--- src/center_aligned_output_map.svh ---
// register offsets, field positions and reset values for the center-aligned pwm channel
`ifndef PWM_MAP_SVH
`define PWM_MAP_SVH
`define CTRL_OFFSET        12'h000
`define MOD_HIGH_OFFSET    12'h004
`define MOD_LOW_OFFSET     12'h008
`define CMP_HIGH_OFFSET    12'h00c
`define CMP_LOW_OFFSET     12'h010
`define STATUS_OFFSET      12'h014
`define COUNT_OFFSET       12'h018
`define CTRL_CENTER_BIT    0
`define CTRL_POLARITY_BIT  1
`define CTRL_ENABLE_BIT    2
`define CTRL_RESET         3'h0
`define MOD_RESET          16'h0000
`define CMP_RESET          16'h0000
`define RESP_OKAY          2'h0
`define RESP_SLVERR        2'h2
`endif

--- src/center_aligned_output_pkg.sv ---
// types shared by the center-aligned pwm channel
package pwm_pkg;
  typedef enum logic {
    dir_up,
    dir_down
  } dir_type;
  typedef logic [15:0] word16_type;
endpackage

--- src/center_aligned_output_channel.sv ---
// center-aligned pwm channel with an axi4-lite register slave
`timescale 1ns/10ps
`include "center_aligned_output_map.svh"
module center_pwm_channel
(
  input  wire logic                 clock_in,         // 40 mhz system clock
  input  wire logic                 resetn_in,        // synchronous reset, active low
  input  wire logic                 clock_enable_in,  // freezes all state when low
  input  wire logic [11:0]          s_axi_awaddr,     // write address
  input  wire logic                 s_axi_awvalid,    // write address valid
  output logic                      s_axi_awready,    // write address ready
  input  wire logic [31:0]          s_axi_wdata,      // write data
  input  wire logic [3:0]           s_axi_wstrb,      // write byte strobes
  input  wire logic                 s_axi_wvalid,     // write data valid
  output logic                      s_axi_wready,     // write data ready
  output logic [1:0]                s_axi_bresp,      // write response
  output logic                      s_axi_bvalid,     // write response valid
  input  wire logic                 s_axi_bready,     // write response ready
  input  wire logic [11:0]          s_axi_araddr,     // read address
  input  wire logic                 s_axi_arvalid,    // read address valid
  output logic                      s_axi_arready,    // read address ready
  output logic [31:0]               s_axi_rdata,      // read data
  output logic [1:0]                s_axi_rresp,      // read response
  output logic                      s_axi_rvalid,     // read data valid
  input  wire logic                 s_axi_rready,     // read data ready
  output pwm_pkg::word16_type       counter_out,      // live counter value
  output logic                      center_aligned_output_out  // pwm pin
);
  import pwm_pkg::*;

  // register state
  logic       center_mode_select, next_center_mode_select;
  logic       polarity_select_a, next_polarity_select_a;
  logic       run_enable, next_run_enable;
  logic [7:0] mod_high_buf, next_mod_high_buf, mod_low_buf, next_mod_low_buf;
  logic [7:0] cmp_high_buf, next_cmp_high_buf, cmp_low_buf, next_cmp_low_buf;
  logic [1:0] mod_written, next_mod_written, cmp_written, next_cmp_written;
  word16_type modulus, next_modulus;
  word16_type compare, next_compare;
  // counter state
  word16_type count, next_count;
  dir_type    dir, next_dir;
  logic       pwm, next_pwm;
  // bus state
  logic        aw_held, next_aw_held, w_held, next_w_held;
  logic        bvalid, next_bvalid, rvalid, next_rvalid;
  logic [11:0] aw_addr, next_aw_addr;
  logic [31:0] w_data, next_w_data, rdata, next_rdata;
  logic [3:0]  w_strb, next_w_strb;
  logic [1:0]  bresp, next_bresp, rresp, next_rresp;

  logic        do_write, boundary, cmp_negative, cmp_match, mod_match;

  // write goes through once both address and data are held and no response waits
  assign do_write      = aw_held && w_held && !bvalid;
  assign s_axi_awready = !aw_held && !bvalid && clock_enable_in;  // masked while frozen: no beat lost
  assign s_axi_wready  = !w_held && !bvalid && clock_enable_in;
  assign s_axi_arready = !rvalid && clock_enable_in;
  assign s_axi_bvalid  = bvalid && clock_enable_in;               // a frozen answer is never taken twice
  assign s_axi_bresp   = bresp;
  assign s_axi_rvalid  = rvalid && clock_enable_in;
  assign s_axi_rresp   = rresp;
  assign s_axi_rdata   = rdata;
  assign counter_out   = count;
  assign center_aligned_output_out = pwm;

  // period boundary: count at zero, where the next cycle begins
  assign boundary     = (count == 16'h0000);
  assign cmp_negative = compare[15];
  assign cmp_match    = (count == compare) && (compare != 16'h0000) && !cmp_negative;
  assign mod_match    = (count == modulus) && (modulus != 16'h0000);

  // bus and register next-state
  always_comb begin
    next_aw_held = aw_held;
    next_aw_addr = aw_addr;
    next_w_held  = w_held;
    next_w_data  = w_data;
    next_w_strb  = w_strb;
    next_bvalid  = bvalid;
    next_bresp   = bresp;
    next_rvalid  = rvalid;
    next_rresp   = rresp;
    next_rdata   = rdata;
    next_center_mode_select = center_mode_select;
    next_polarity_select_a  = polarity_select_a;
    next_run_enable  = run_enable;
    next_mod_high_buf = mod_high_buf;
    next_mod_low_buf  = mod_low_buf;
    next_cmp_high_buf = cmp_high_buf;
    next_cmp_low_buf  = cmp_low_buf;
    next_mod_written  = mod_written;
    next_cmp_written  = cmp_written;
    next_modulus = modulus;
    next_compare = compare;
    if (s_axi_awvalid && s_axi_awready) begin
      next_aw_held = 1'b1;
      next_aw_addr = s_axi_awaddr;
    end
    if (s_axi_wvalid && s_axi_wready) begin
      next_w_held = 1'b1;
      next_w_data = s_axi_wdata;
      next_w_strb = s_axi_wstrb;
    end
    if (bvalid && s_axi_bready) begin
      next_bvalid = 1'b0;
    end
    if (do_write) begin
      next_aw_held = 1'b0;
      next_w_held  = 1'b0;
      next_bvalid  = 1'b1;
      next_bresp   = `RESP_OKAY;
      // byte writes only reach buffers, never the live compare words
      if (aw_addr == `CTRL_OFFSET) begin
        if (w_strb[0]) begin
          next_center_mode_select = w_data[`CTRL_CENTER_BIT];
          next_polarity_select_a  = w_data[`CTRL_POLARITY_BIT];
          next_run_enable         = w_data[`CTRL_ENABLE_BIT];
        end
      end else if (aw_addr == `MOD_HIGH_OFFSET) begin
        if (w_strb[0]) begin
          next_mod_high_buf = w_data[7:0];
          next_mod_written  = mod_written | 2'h2;
        end
      end else if (aw_addr == `MOD_LOW_OFFSET) begin
        if (w_strb[0]) begin
          next_mod_low_buf = w_data[7:0];
          next_mod_written = mod_written | 2'h1;
        end
      end else if (aw_addr == `CMP_HIGH_OFFSET) begin
        if (w_strb[0]) begin
          next_cmp_high_buf = w_data[7:0];
          next_cmp_written  = cmp_written | 2'h2;
        end
      end else if (aw_addr == `CMP_LOW_OFFSET) begin
        if (w_strb[0]) begin
          next_cmp_low_buf = w_data[7:0];
          next_cmp_written = cmp_written | 2'h1;
        end
      end else if (aw_addr == `STATUS_OFFSET || aw_addr == `COUNT_OFFSET) begin
        next_bresp = `RESP_OKAY;
      end else begin
        next_bresp = `RESP_SLVERR;
      end
    end
    // coherent transfer at the period boundary; a byte landing this cycle waits for the next
    if (boundary && (mod_written == 2'h3) && !(do_write && (aw_addr == `MOD_HIGH_OFFSET
        || aw_addr == `MOD_LOW_OFFSET))) begin
      next_modulus     = {mod_high_buf, mod_low_buf};
      next_mod_written = 2'h0;
    end
    if (boundary && (cmp_written == 2'h3) && !(do_write && (aw_addr == `CMP_HIGH_OFFSET
        || aw_addr == `CMP_LOW_OFFSET))) begin
      next_compare     = {cmp_high_buf, cmp_low_buf};
      next_cmp_written = 2'h0;
    end
    // read path; unmapped answers slverr with zero data
    if (rvalid && s_axi_rready) begin
      next_rvalid = 1'b0;
    end
    if (s_axi_arvalid && s_axi_arready) begin
      next_rvalid = 1'b1;
      next_rresp  = `RESP_OKAY;
      next_rdata  = 32'h0000_0000;
      if (s_axi_araddr == `CTRL_OFFSET) begin
        next_rdata = {29'h0, run_enable, polarity_select_a, center_mode_select};
      end else if (s_axi_araddr == `MOD_HIGH_OFFSET) begin
        next_rdata = {24'h0, mod_high_buf};
      end else if (s_axi_araddr == `MOD_LOW_OFFSET) begin
        next_rdata = {24'h0, mod_low_buf};
      end else if (s_axi_araddr == `CMP_HIGH_OFFSET) begin
        next_rdata = {24'h0, cmp_high_buf};
      end else if (s_axi_araddr == `CMP_LOW_OFFSET) begin
        next_rdata = {24'h0, cmp_low_buf};
      end else if (s_axi_araddr == `STATUS_OFFSET) begin
        next_rdata = {26'h0, cmp_written, mod_written, pwm, dir == dir_down};
      end else if (s_axi_araddr == `COUNT_OFFSET) begin
        next_rdata = {16'h0, count};
      end else begin
        next_rresp = `RESP_SLVERR;
      end
    end
  end

  // counter and pwm next-state
  always_comb begin
    next_count = count;
    next_dir   = dir;
    next_pwm   = pwm;
    if (run_enable) begin
      if (center_mode_select) begin
        // up/down counting, turn down only at a nonzero modulus match, back up at count one or zero
        if (dir == dir_up) begin
          if (mod_match) begin
            next_dir   = dir_down;
            next_count = count - 16'h0001;
          end else begin
            next_count = count + 16'h0001;
          end
        end else begin
          if (count == 16'h0001 || count == 16'h0000) begin
            next_dir = dir_up;
          end
          next_count = (count == 16'h0000) ? 16'h0001 : count - 16'h0001;
        end
        // compare sets the width; polarity picks the sense
        if (compare == 16'h0000 || cmp_negative) begin
          next_pwm = polarity_select_a;
        end else if (compare > modulus && modulus != 16'h0000) begin
          next_pwm = !polarity_select_a;
        end else if (cmp_match && dir == dir_up) begin
          next_pwm = polarity_select_a;
        end else if (cmp_match && dir == dir_down) begin
          next_pwm = !polarity_select_a;
        end
      end else begin
        // edge mode: zero modulus runs free and wraps
        next_dir = dir_up;
        if (modulus != 16'h0000 && count == modulus) begin
          next_count = 16'h0000;
        end else begin
          next_count = count + 16'h0001;
        end
      end
    end
  end

  // register every group; clock enable freezes everything
  always_ff @(posedge clock_in) begin
    if (!resetn_in) begin
      aw_held <= 1'b0;
      aw_addr <= 12'h000;
      w_held  <= 1'b0;
      w_data  <= 32'h0000_0000;
      w_strb  <= 4'h0;
      bvalid  <= 1'b0;
      bresp   <= `RESP_OKAY;
      rvalid  <= 1'b0;
      rresp   <= `RESP_OKAY;
      rdata   <= 32'h0000_0000;
      {run_enable, polarity_select_a, center_mode_select} <= `CTRL_RESET;
      mod_high_buf <= 8'h00;
      mod_low_buf  <= 8'h00;
      cmp_high_buf <= 8'h00;
      cmp_low_buf  <= 8'h00;
      mod_written  <= 2'h0;
      cmp_written  <= 2'h0;
      modulus <= `MOD_RESET;
      compare <= `CMP_RESET;
      count   <= 16'h0000;
      dir     <= dir_up;
      pwm     <= 1'b0;
    end else if (clock_enable_in) begin
      aw_held <= next_aw_held;
      aw_addr <= next_aw_addr;
      w_held  <= next_w_held;
      w_data  <= next_w_data;
      w_strb  <= next_w_strb;
      bvalid  <= next_bvalid;
      bresp   <= next_bresp;
      rvalid  <= next_rvalid;
      rresp   <= next_rresp;
      rdata   <= next_rdata;
      center_mode_select <= next_center_mode_select;
      polarity_select_a  <= next_polarity_select_a;
      run_enable   <= next_run_enable;
      mod_high_buf <= next_mod_high_buf;
      mod_low_buf  <= next_mod_low_buf;
      cmp_high_buf <= next_cmp_high_buf;
      cmp_low_buf  <= next_cmp_low_buf;
      mod_written  <= next_mod_written;
      cmp_written  <= next_cmp_written;
      modulus <= next_modulus;
      compare <= next_compare;
      count   <= next_count;
      dir     <= next_dir;
      pwm     <= next_pwm;
    end
  end
endmodule

--- config.mk ---
export PLATFORM = sky130hd
export DESIGN_NAME = center_pwm_channel
export DESIGN_NICKNAME = d
export VERILOG_FILES = /design/src/center_aligned_output_pkg.sv /design/src/center_aligned_output_channel.sv
export VERILOG_INCLUDE_DIRS = /design/src
export SDC_FILE = /design/constraint.sdc
export NUM_CORES = 1
export LEC_CHECK = 0
export BUFFER_PORTS_ARGS = -buffer_cell sky130_fd_sc_hd__buf_2
export CAP_MARGIN = 0
export CORE_ASPECT_RATIO = 0.8
export CORE_MARGIN = 1.5
export CORE_UTILIZATION = 25
export DETAILED_ROUTE_END_ITERATION = 12
export GPL_TIMING_DRIVEN = 0
export SETUP_SLACK_MARGIN = 0.05
export SKIP_CTS_REPAIR_TIMING = 1
export SYNTH_ARGS = -nofsm -noshare
export SYNTH_HDL_FRONTEND = slang
export SYNTH_SLANG_ARGS = --single-unit
--- constraint.sdc ---
create_clock -name clock_in -period 4 [get_ports clock_in]
set_input_delay 0.8 -clock clock_in [delete_from_list [all_inputs] [get_ports clock_in]]
set_output_delay 0.8 -clock clock_in [all_outputs]
set_load 0.005 [all_outputs]
Word-level counts from Yosys, hierarchy flattened
Index checks and enable logic that the tools add are counted.
{"block": "totals", "ram_bits": 0, "romBits": 0, "output_inout_bits": 58, "mem_count": 0, "latch_bits": 0, "elab_cells": 197, "input_bits": 68, "register_bits": 150}
{"block": "classes", "addsub": 2, "reduce_logical": 79, "div": 0, "n_eq_ne": 29, "shifts": 0, "order_cmp": 1, "bitwise": 5, "multipliers": 0, "muxes": 55}
{"op": "16-bit 2-to-1 mux", "n": 12}
{"op": "12-bit by 5-bit == test with 1-bit output, second input constant", "n": 6}
{"op": "12-bit by 4-bit == test with 1-bit output, second input constant", "n": 4}
{"op": "2-bit 2-to-1 mux", "n": 24}
{"op": "16-bit == test", "n": 2}
{"op": "16-bit logical NOT", "n": 2}
{"op": "16-bit nonzero test", "n": 2}
{"op": "1-bit logical AND", "n": 26}
{"op": "12-bit by 3-bit == test with 1-bit output, second input constant", "n": 2}
{"op": "12-bit logical NOT", "n": 2}
{"op": "2-bit AND reduction", "n": 11}
{"op": "2-bit nonzero test", "n": 10}
{"op": "1-bit 2-to-1 mux", "n": 19}
{"op": "16-bit by 1-bit adder with 16-bit output, second input constant", "n": 1}
{"op": "16-bit by 1-bit == test with 1-bit output, second input constant", "n": 1}
{"op": "16-bit greater-than comparator", "n": 1}
{"op": "8-bit AND reduction", "n": 2}
{"op": "16-bit by 1-bit subtractor with 16-bit output, second input constant", "n": 1}
{"op": "7-bit AND reduction", "n": 2}
{"op": "2-bit by 1-bit inequality test with 1-bit output, second input constant", "n": 6}
{"op": "3-bit by 2-bit inequality test with 1-bit output, second input constant", "n": 4}
{"op": "6-bit AND reduction", "n": 2}
{"op": "9-bit AND reduction", "n": 1}
{"op": "1-bit logical NOT", "n": 8}
{"op": "8 further kinds", "n": 20}

Longest topological paths before layout
{"block": "depth", "word_depth": 8, "depth_mapped": 10, "ltp_nobuf": 9}

Worst setup path after synthesis
Ideal clock, no wire load.
{"block": "synth_timing", "path_type": "register -> register", "startpoint": "reg count[5] (netlist: counter_out[5])", "endpoint": "reg count[2] (netlist: counter_out[2])", "path_slack_ns": 1.320, "arrival_ns": 2.535, "n_path_buf": 2, "stages_incl_launch_ff": 10, "synth_period_minus_slack_ns": 2.680, "setup_time_ns": 0.145, "cell_sequence": "dfxtp_1 buf_4 or4_1 or3_4 or3_4 a32o_1 buf_6 a22o_1 a21oi_1 a311oi_1"}
{"block": "synth_via", "elab_chain_len": 5}
{"element": "start: declaration", "line_no": "center_aligned_output_channel.sv:41", "text": "word16_type count, next_count;"}
{"element": "start signal: assignment", "line_no": "center_aligned_output_channel.sv:275", "text": "count <= next_count;"}
{"element": "16-bit == test", "line_no": "center_aligned_output_channel.sv:71, center_aligned_output_channel.sv:219"}
{"element": "1-bit logical AND", "line_no": "center_aligned_output_channel.sv:71, center_aligned_output_channel.sv:219"}
{"element": "16-bit 2-to-1 mux", "line_no": "center_aligned_output_channel.sv:194", "text": "if (mod_match) begin"}
{"element": "16-bit 2-to-1 mux", "line_no": "center_aligned_output_channel.sv:193", "text": "if (dir == dir_up) begin"}
{"element": "16-bit 2-to-1 mux (*)", "line_no": "center_aligned_output_channel.sv:191", "text": "if (center_mode_select) begin"}
Every way passes the cells marked *; elsewhere a longest branch is shown, timed or not.
A chain may end at the register's enable or synchronous reset.

Worst setup path after layout
{"block": "layout_timing", "startpoint": "reg count[9] (netlist: counter_out[9])", "endpoint": "reg count[6] (netlist: counter_out[6])"}
Same word-level chain as after synthesis.

==> implementation parameters <==
Parameter                              Value

Outcome
  Run status ... finished clean

Synth
  Share of the synthesized area in the top cell type ... 37.5%
  Total number of yosys warnings ... 0
  Gate count after technology mapping ... 862
  Portion of the post-synthesis area used by sequential elements ... ~38%
  Dominant cell type by area after synthesis ... sky130_fd_sc_hd__dfxtp_1
  Post-Syn Area per Cell ... 8.17 um^2
  Cell Area, Synth ... roughly 0.0070 mm^2
  Most area-consuming cells after synthesis ... sky130_fd_sc_hd__dfxtp_1, sky130_fd_sc_hd__mux2i_1, sky130_fd_sc_hd__nor2_1
  Count of unique library cells instantiated by Yosys ... 60
  Flip-flop cell with the highest count after synthesis ... sky130_fd_sc_hd__dfxtp_1
  Post-synth EDFFs ... 0
  Number of register bits inferred by synthesis ... 132
  Share of flip-flops with an asynchronous set or reset ... 0%

Floorplanning
  Starting Density ... between 20% and 30%
  Chip height ... 153 um
  Row count ... 54
  Overall die area ... between 0.02 and 0.03 mm^2
  Floorplan core area ... 0.0275 mm^2
  X dimension of the die ... 191 um
  Top-level port count ... between 100 and 150

Routing
  Routed Antenna Nets ... 0
  Pre-Repair DR Iteration Count ... 6
  Total number of vias ... roughly 6,800
  Drt first-iter violations ... 665
  Avg Vias per Cell ... 5.03
  Per-cell routed wire length ... roughly 17 um
  Wire length after detailed routing ... roughly 24 mm
  Number of remaining DRC errors ... 0

Global route
  Number of antenna violations at the first check in global routing ... 0
  Most Crowded Layer GR ... met2
  Total global routing track utilization ... between 10% and 20%
  Pin count of the biggest net entering global routing ... 17
  Global routing usage on met1 ... 23.4%
  Met3 track utilization from global routing ... 4.34%
  Grt ovf ... 0
  GR met2 Demand/Resource ... around a quarter
  First-pass GRT wire length ... ~37 mm
  Vias in the first global route ... between 6,000 and 7,000

Worst setup path
  Critical Path End Type ... flip-flop
  Highest fanout seen on the critical path ... 10
  Logic depth of the worst register-to-register path ... 9
  Required time worst endpoint ... 4260 ps
  Setup slack, reg-to-reg ... 920 ps
  Setup crit start kind ... flip-flop
  Beginning of the worst register-to-register path ... counter_out[9]
  Crit path arrival time ... 3350 ps
  Type of the worst setup path ... flip-flop to flip-flop
  Critical register-to-register path endpoint ... counter_out[6]

Worst hold path
  Worst min-delay path endpoint ... aw_addr[5]
  Worst hold path type ... flip-flop to flip-flop
  Launch point of the worst hold path ... aw_addr[5]
  Worst hold path cell count ... 2

Placement
  Gp weighted congestion ... 0.948
  Placed wire-length estimate after detailed placement ... 17.7 mm
  Port buffer count ... 78
  Placed insts ... 1,322

Timing
  Highest Clock Rate ... 324 MHz
  Post-Route Setup TNS ... 0 ps
  Setup clock skew after layout ... 11.7 ps
  Final worst-path cycle share ... between 70% and 80%
  Final setup viols ... 0
  Slew Viols, Final ... 0
  Worst-margin pin slew ... 1060 ps
  Unrepaired setup endpoints after global routing ... false
  Relative slew slack ... between 20 and 30%
  Number of endpoints with negative hold slack in the final report ... 0
  Period minus WS final ... 3080 ps

CTS
  TritonCTS clock tree ... built
  Clock sink total ... between 100 and 150
  Clk pin slew, worst setup/hold paths ... 60 ps
  Number of buffers on the longest clock path ... 2
  Number of clock buffers inserted by TritonCTS ... 17
  CTS H-tree depth ... 4
  Master cell of the clock root buffer ... sky130_fd_sc_hd__clkbuf_16
  Clk_lat worst skew ... 430 ps

Cells and area
  Share of layout cells above drive strength 1 ... 15.4%
  Filler-free cell count of the finished design ... 1,354
  Antenna Cells ... 0
  Final-layout fill cell count ... 2,973
  Area overhead of the layout relative to synthesis ... 20.9%
  Nets ... 1,065

Power and ir drop
  Maximum resistive drop on vdd ... roughly 0.30 mV
  Leakage power ... 3.47 nW
  Power per standard cell area ... 351 mW/mm^2
  Power consumption ... 2.99 mW

Run
  Number of maximum-capacitance constraint violations ... 0
[cell usage after synthesis (all sizes together) (20+ instances only)]
cell type / number
dfxtp: 132
nor2: 99
nand2: 90
a21oi: 70
mux2i: 58
o21ai: 49
clkbuf: 45
xnor2: 35
buf: 31
inv: 28
ha: 20
nor3: 20
[placed cells by master, fill, tap and decap left out, types with 11 or more instances in the layout]
cell type,instances
sky130_fd_sc_hd__buf_4,20
sky130_fd_sc_hd__ha_1,20
sky130_fd_sc_hd__a21oi_1,70
sky130_fd_sc_hd__nand4_1,14
sky130_fd_sc_hd__mux2i_1,58
sky130_fd_sc_hd__dfxtp_1,132
sky130_fd_sc_hd__nand3_1,12
sky130_fd_sc_hd__clkbuf_16,17
sky130_fd_sc_hd__a31oi_1,14
sky130_fd_sc_hd__and3_1,11
sky130_fd_sc_hd__clkbuf_1,47
sky130_fd_sc_hd__buf_2,83
sky130_fd_sc_hd__nor2_1,98
sky130_fd_sc_hd__nor4_1,11
sky130_fd_sc_hd__o21ai_0,46
sky130_fd_sc_hd__xnor2_1,35
sky130_fd_sc_hd__nand2_1,90
sky130_fd_sc_hd__nor3_1,20
sky130_fd_sc_hd__a22oi_1,17
sky130_fd_sc_hd__conb_1,18
sky130_fd_sc_hd__inv_1,28
[report_power, final]
| group | leakage (nW) | total, mW | internal, mW | switching [mW] |
|---|---|---|---|---|
| sequential | 1.07 | 1.35 | 1.33 | 0.0175 |
| clock | 0.257 | 1.49 | 0.862 | 0.626 |
| combinational | 2.14 | 0.152 | 0.0548 | 0.0974 |
[how the worst max path moves through the flow]
stage               cells past startpoint             end            start
global placement                        6  s_axi_rdata[9]  clock_enable_in
floorplan                               9  counter_out[2]   counter_out[5]
finish                                  9  counter_out[6]   counter_out[9]
detailed placement                     10      compare[8]   counter_out[7]
CTS                                    10     compare[11]   counter_out[7]
global route                            9  counter_out[6]   counter_out[9]
[cell type report]
cell class	instances	area [um^2]	area share (%)
Inverter	29	109	1.28
Multi-Input combinational cell	642	3950	46.4
Clock buffer	19	433	5.08
Clock inverter	13	125	1.47
Timing Repair Buffer	79	395	4.64
Buffer	76	410	4.82
Sequential cell	132	2640	31.0
Tap cell	364	455	5.35
[metrics by stage]
stage	area, um^2	hold slack (ps)	setup WS (ps)	utilization (%)
after global routing	8520	482	744	31.0
after detailed placement	7960	447	976	29.0
final	8520	455	917	31.0
after global placement	7960	438	877	28.9
after floorplan	7110	436	1320	-
after CTS	8520	455	953	31.0
[layer usage]
| metal | share of wire [%] | routed length [um] |
|---|---|---|
| met3 | 9.4 | 2230 |
| met2 | 42 | 9970 |
| met1 | 46 | 10800 |
| met5 | 0 | 0 |
| met4 | 2.5 | 598 |
[critical path, cell delays in order, from the launching register on]
cell and delay (ps):
sky130_fd_sc_hd__dfxtp_1 320, sky130_fd_sc_hd__clkbuf_1 500, sky130_fd_sc_hd__xnor2_1 210, sky130_fd_sc_hd__nand4_1 130, sky130_fd_sc_hd__nor3_1 530, sky130_fd_sc_hd__a21o_1 330
sky130_fd_sc_hd__clkbuf_1 480, sky130_fd_sc_hd__o22ai_1 170, sky130_fd_sc_hd__o21ai_1 140, sky130_fd_sc_hd__a21oi_1 110
[state kept, by name (all words and copies together) (netlist names), 2 cells and up]
signal / cells
aw_addr: 12
cmp_high_buf: 8
cmp_low_buf: 8
cmp_written: 2
compare: 16
counter_out: 16
mod_high_buf: 8
mod_low_buf: 8
mod_written: 2
modulus: 16
s_axi_rdata: 16
w_data: 8
[kinds of logic after synthesis]
| family | Yosys count | share of synthesized area [%] |
|---|---|---|
| fa+ha+maj | 20 | 3.55 |
| flops | 132 | 37.5 |
| mux | 61 | 8.72 |
| buf+inv | 105 | 7.37 |
| compound gates | 213 | 19.0 |
| other cells | 1 | 0.0532 |
| simple gates | 295 | 19.5 |
| xor+xnor | 35 | 4.35 |
Power figures use the tool's default switching activity.
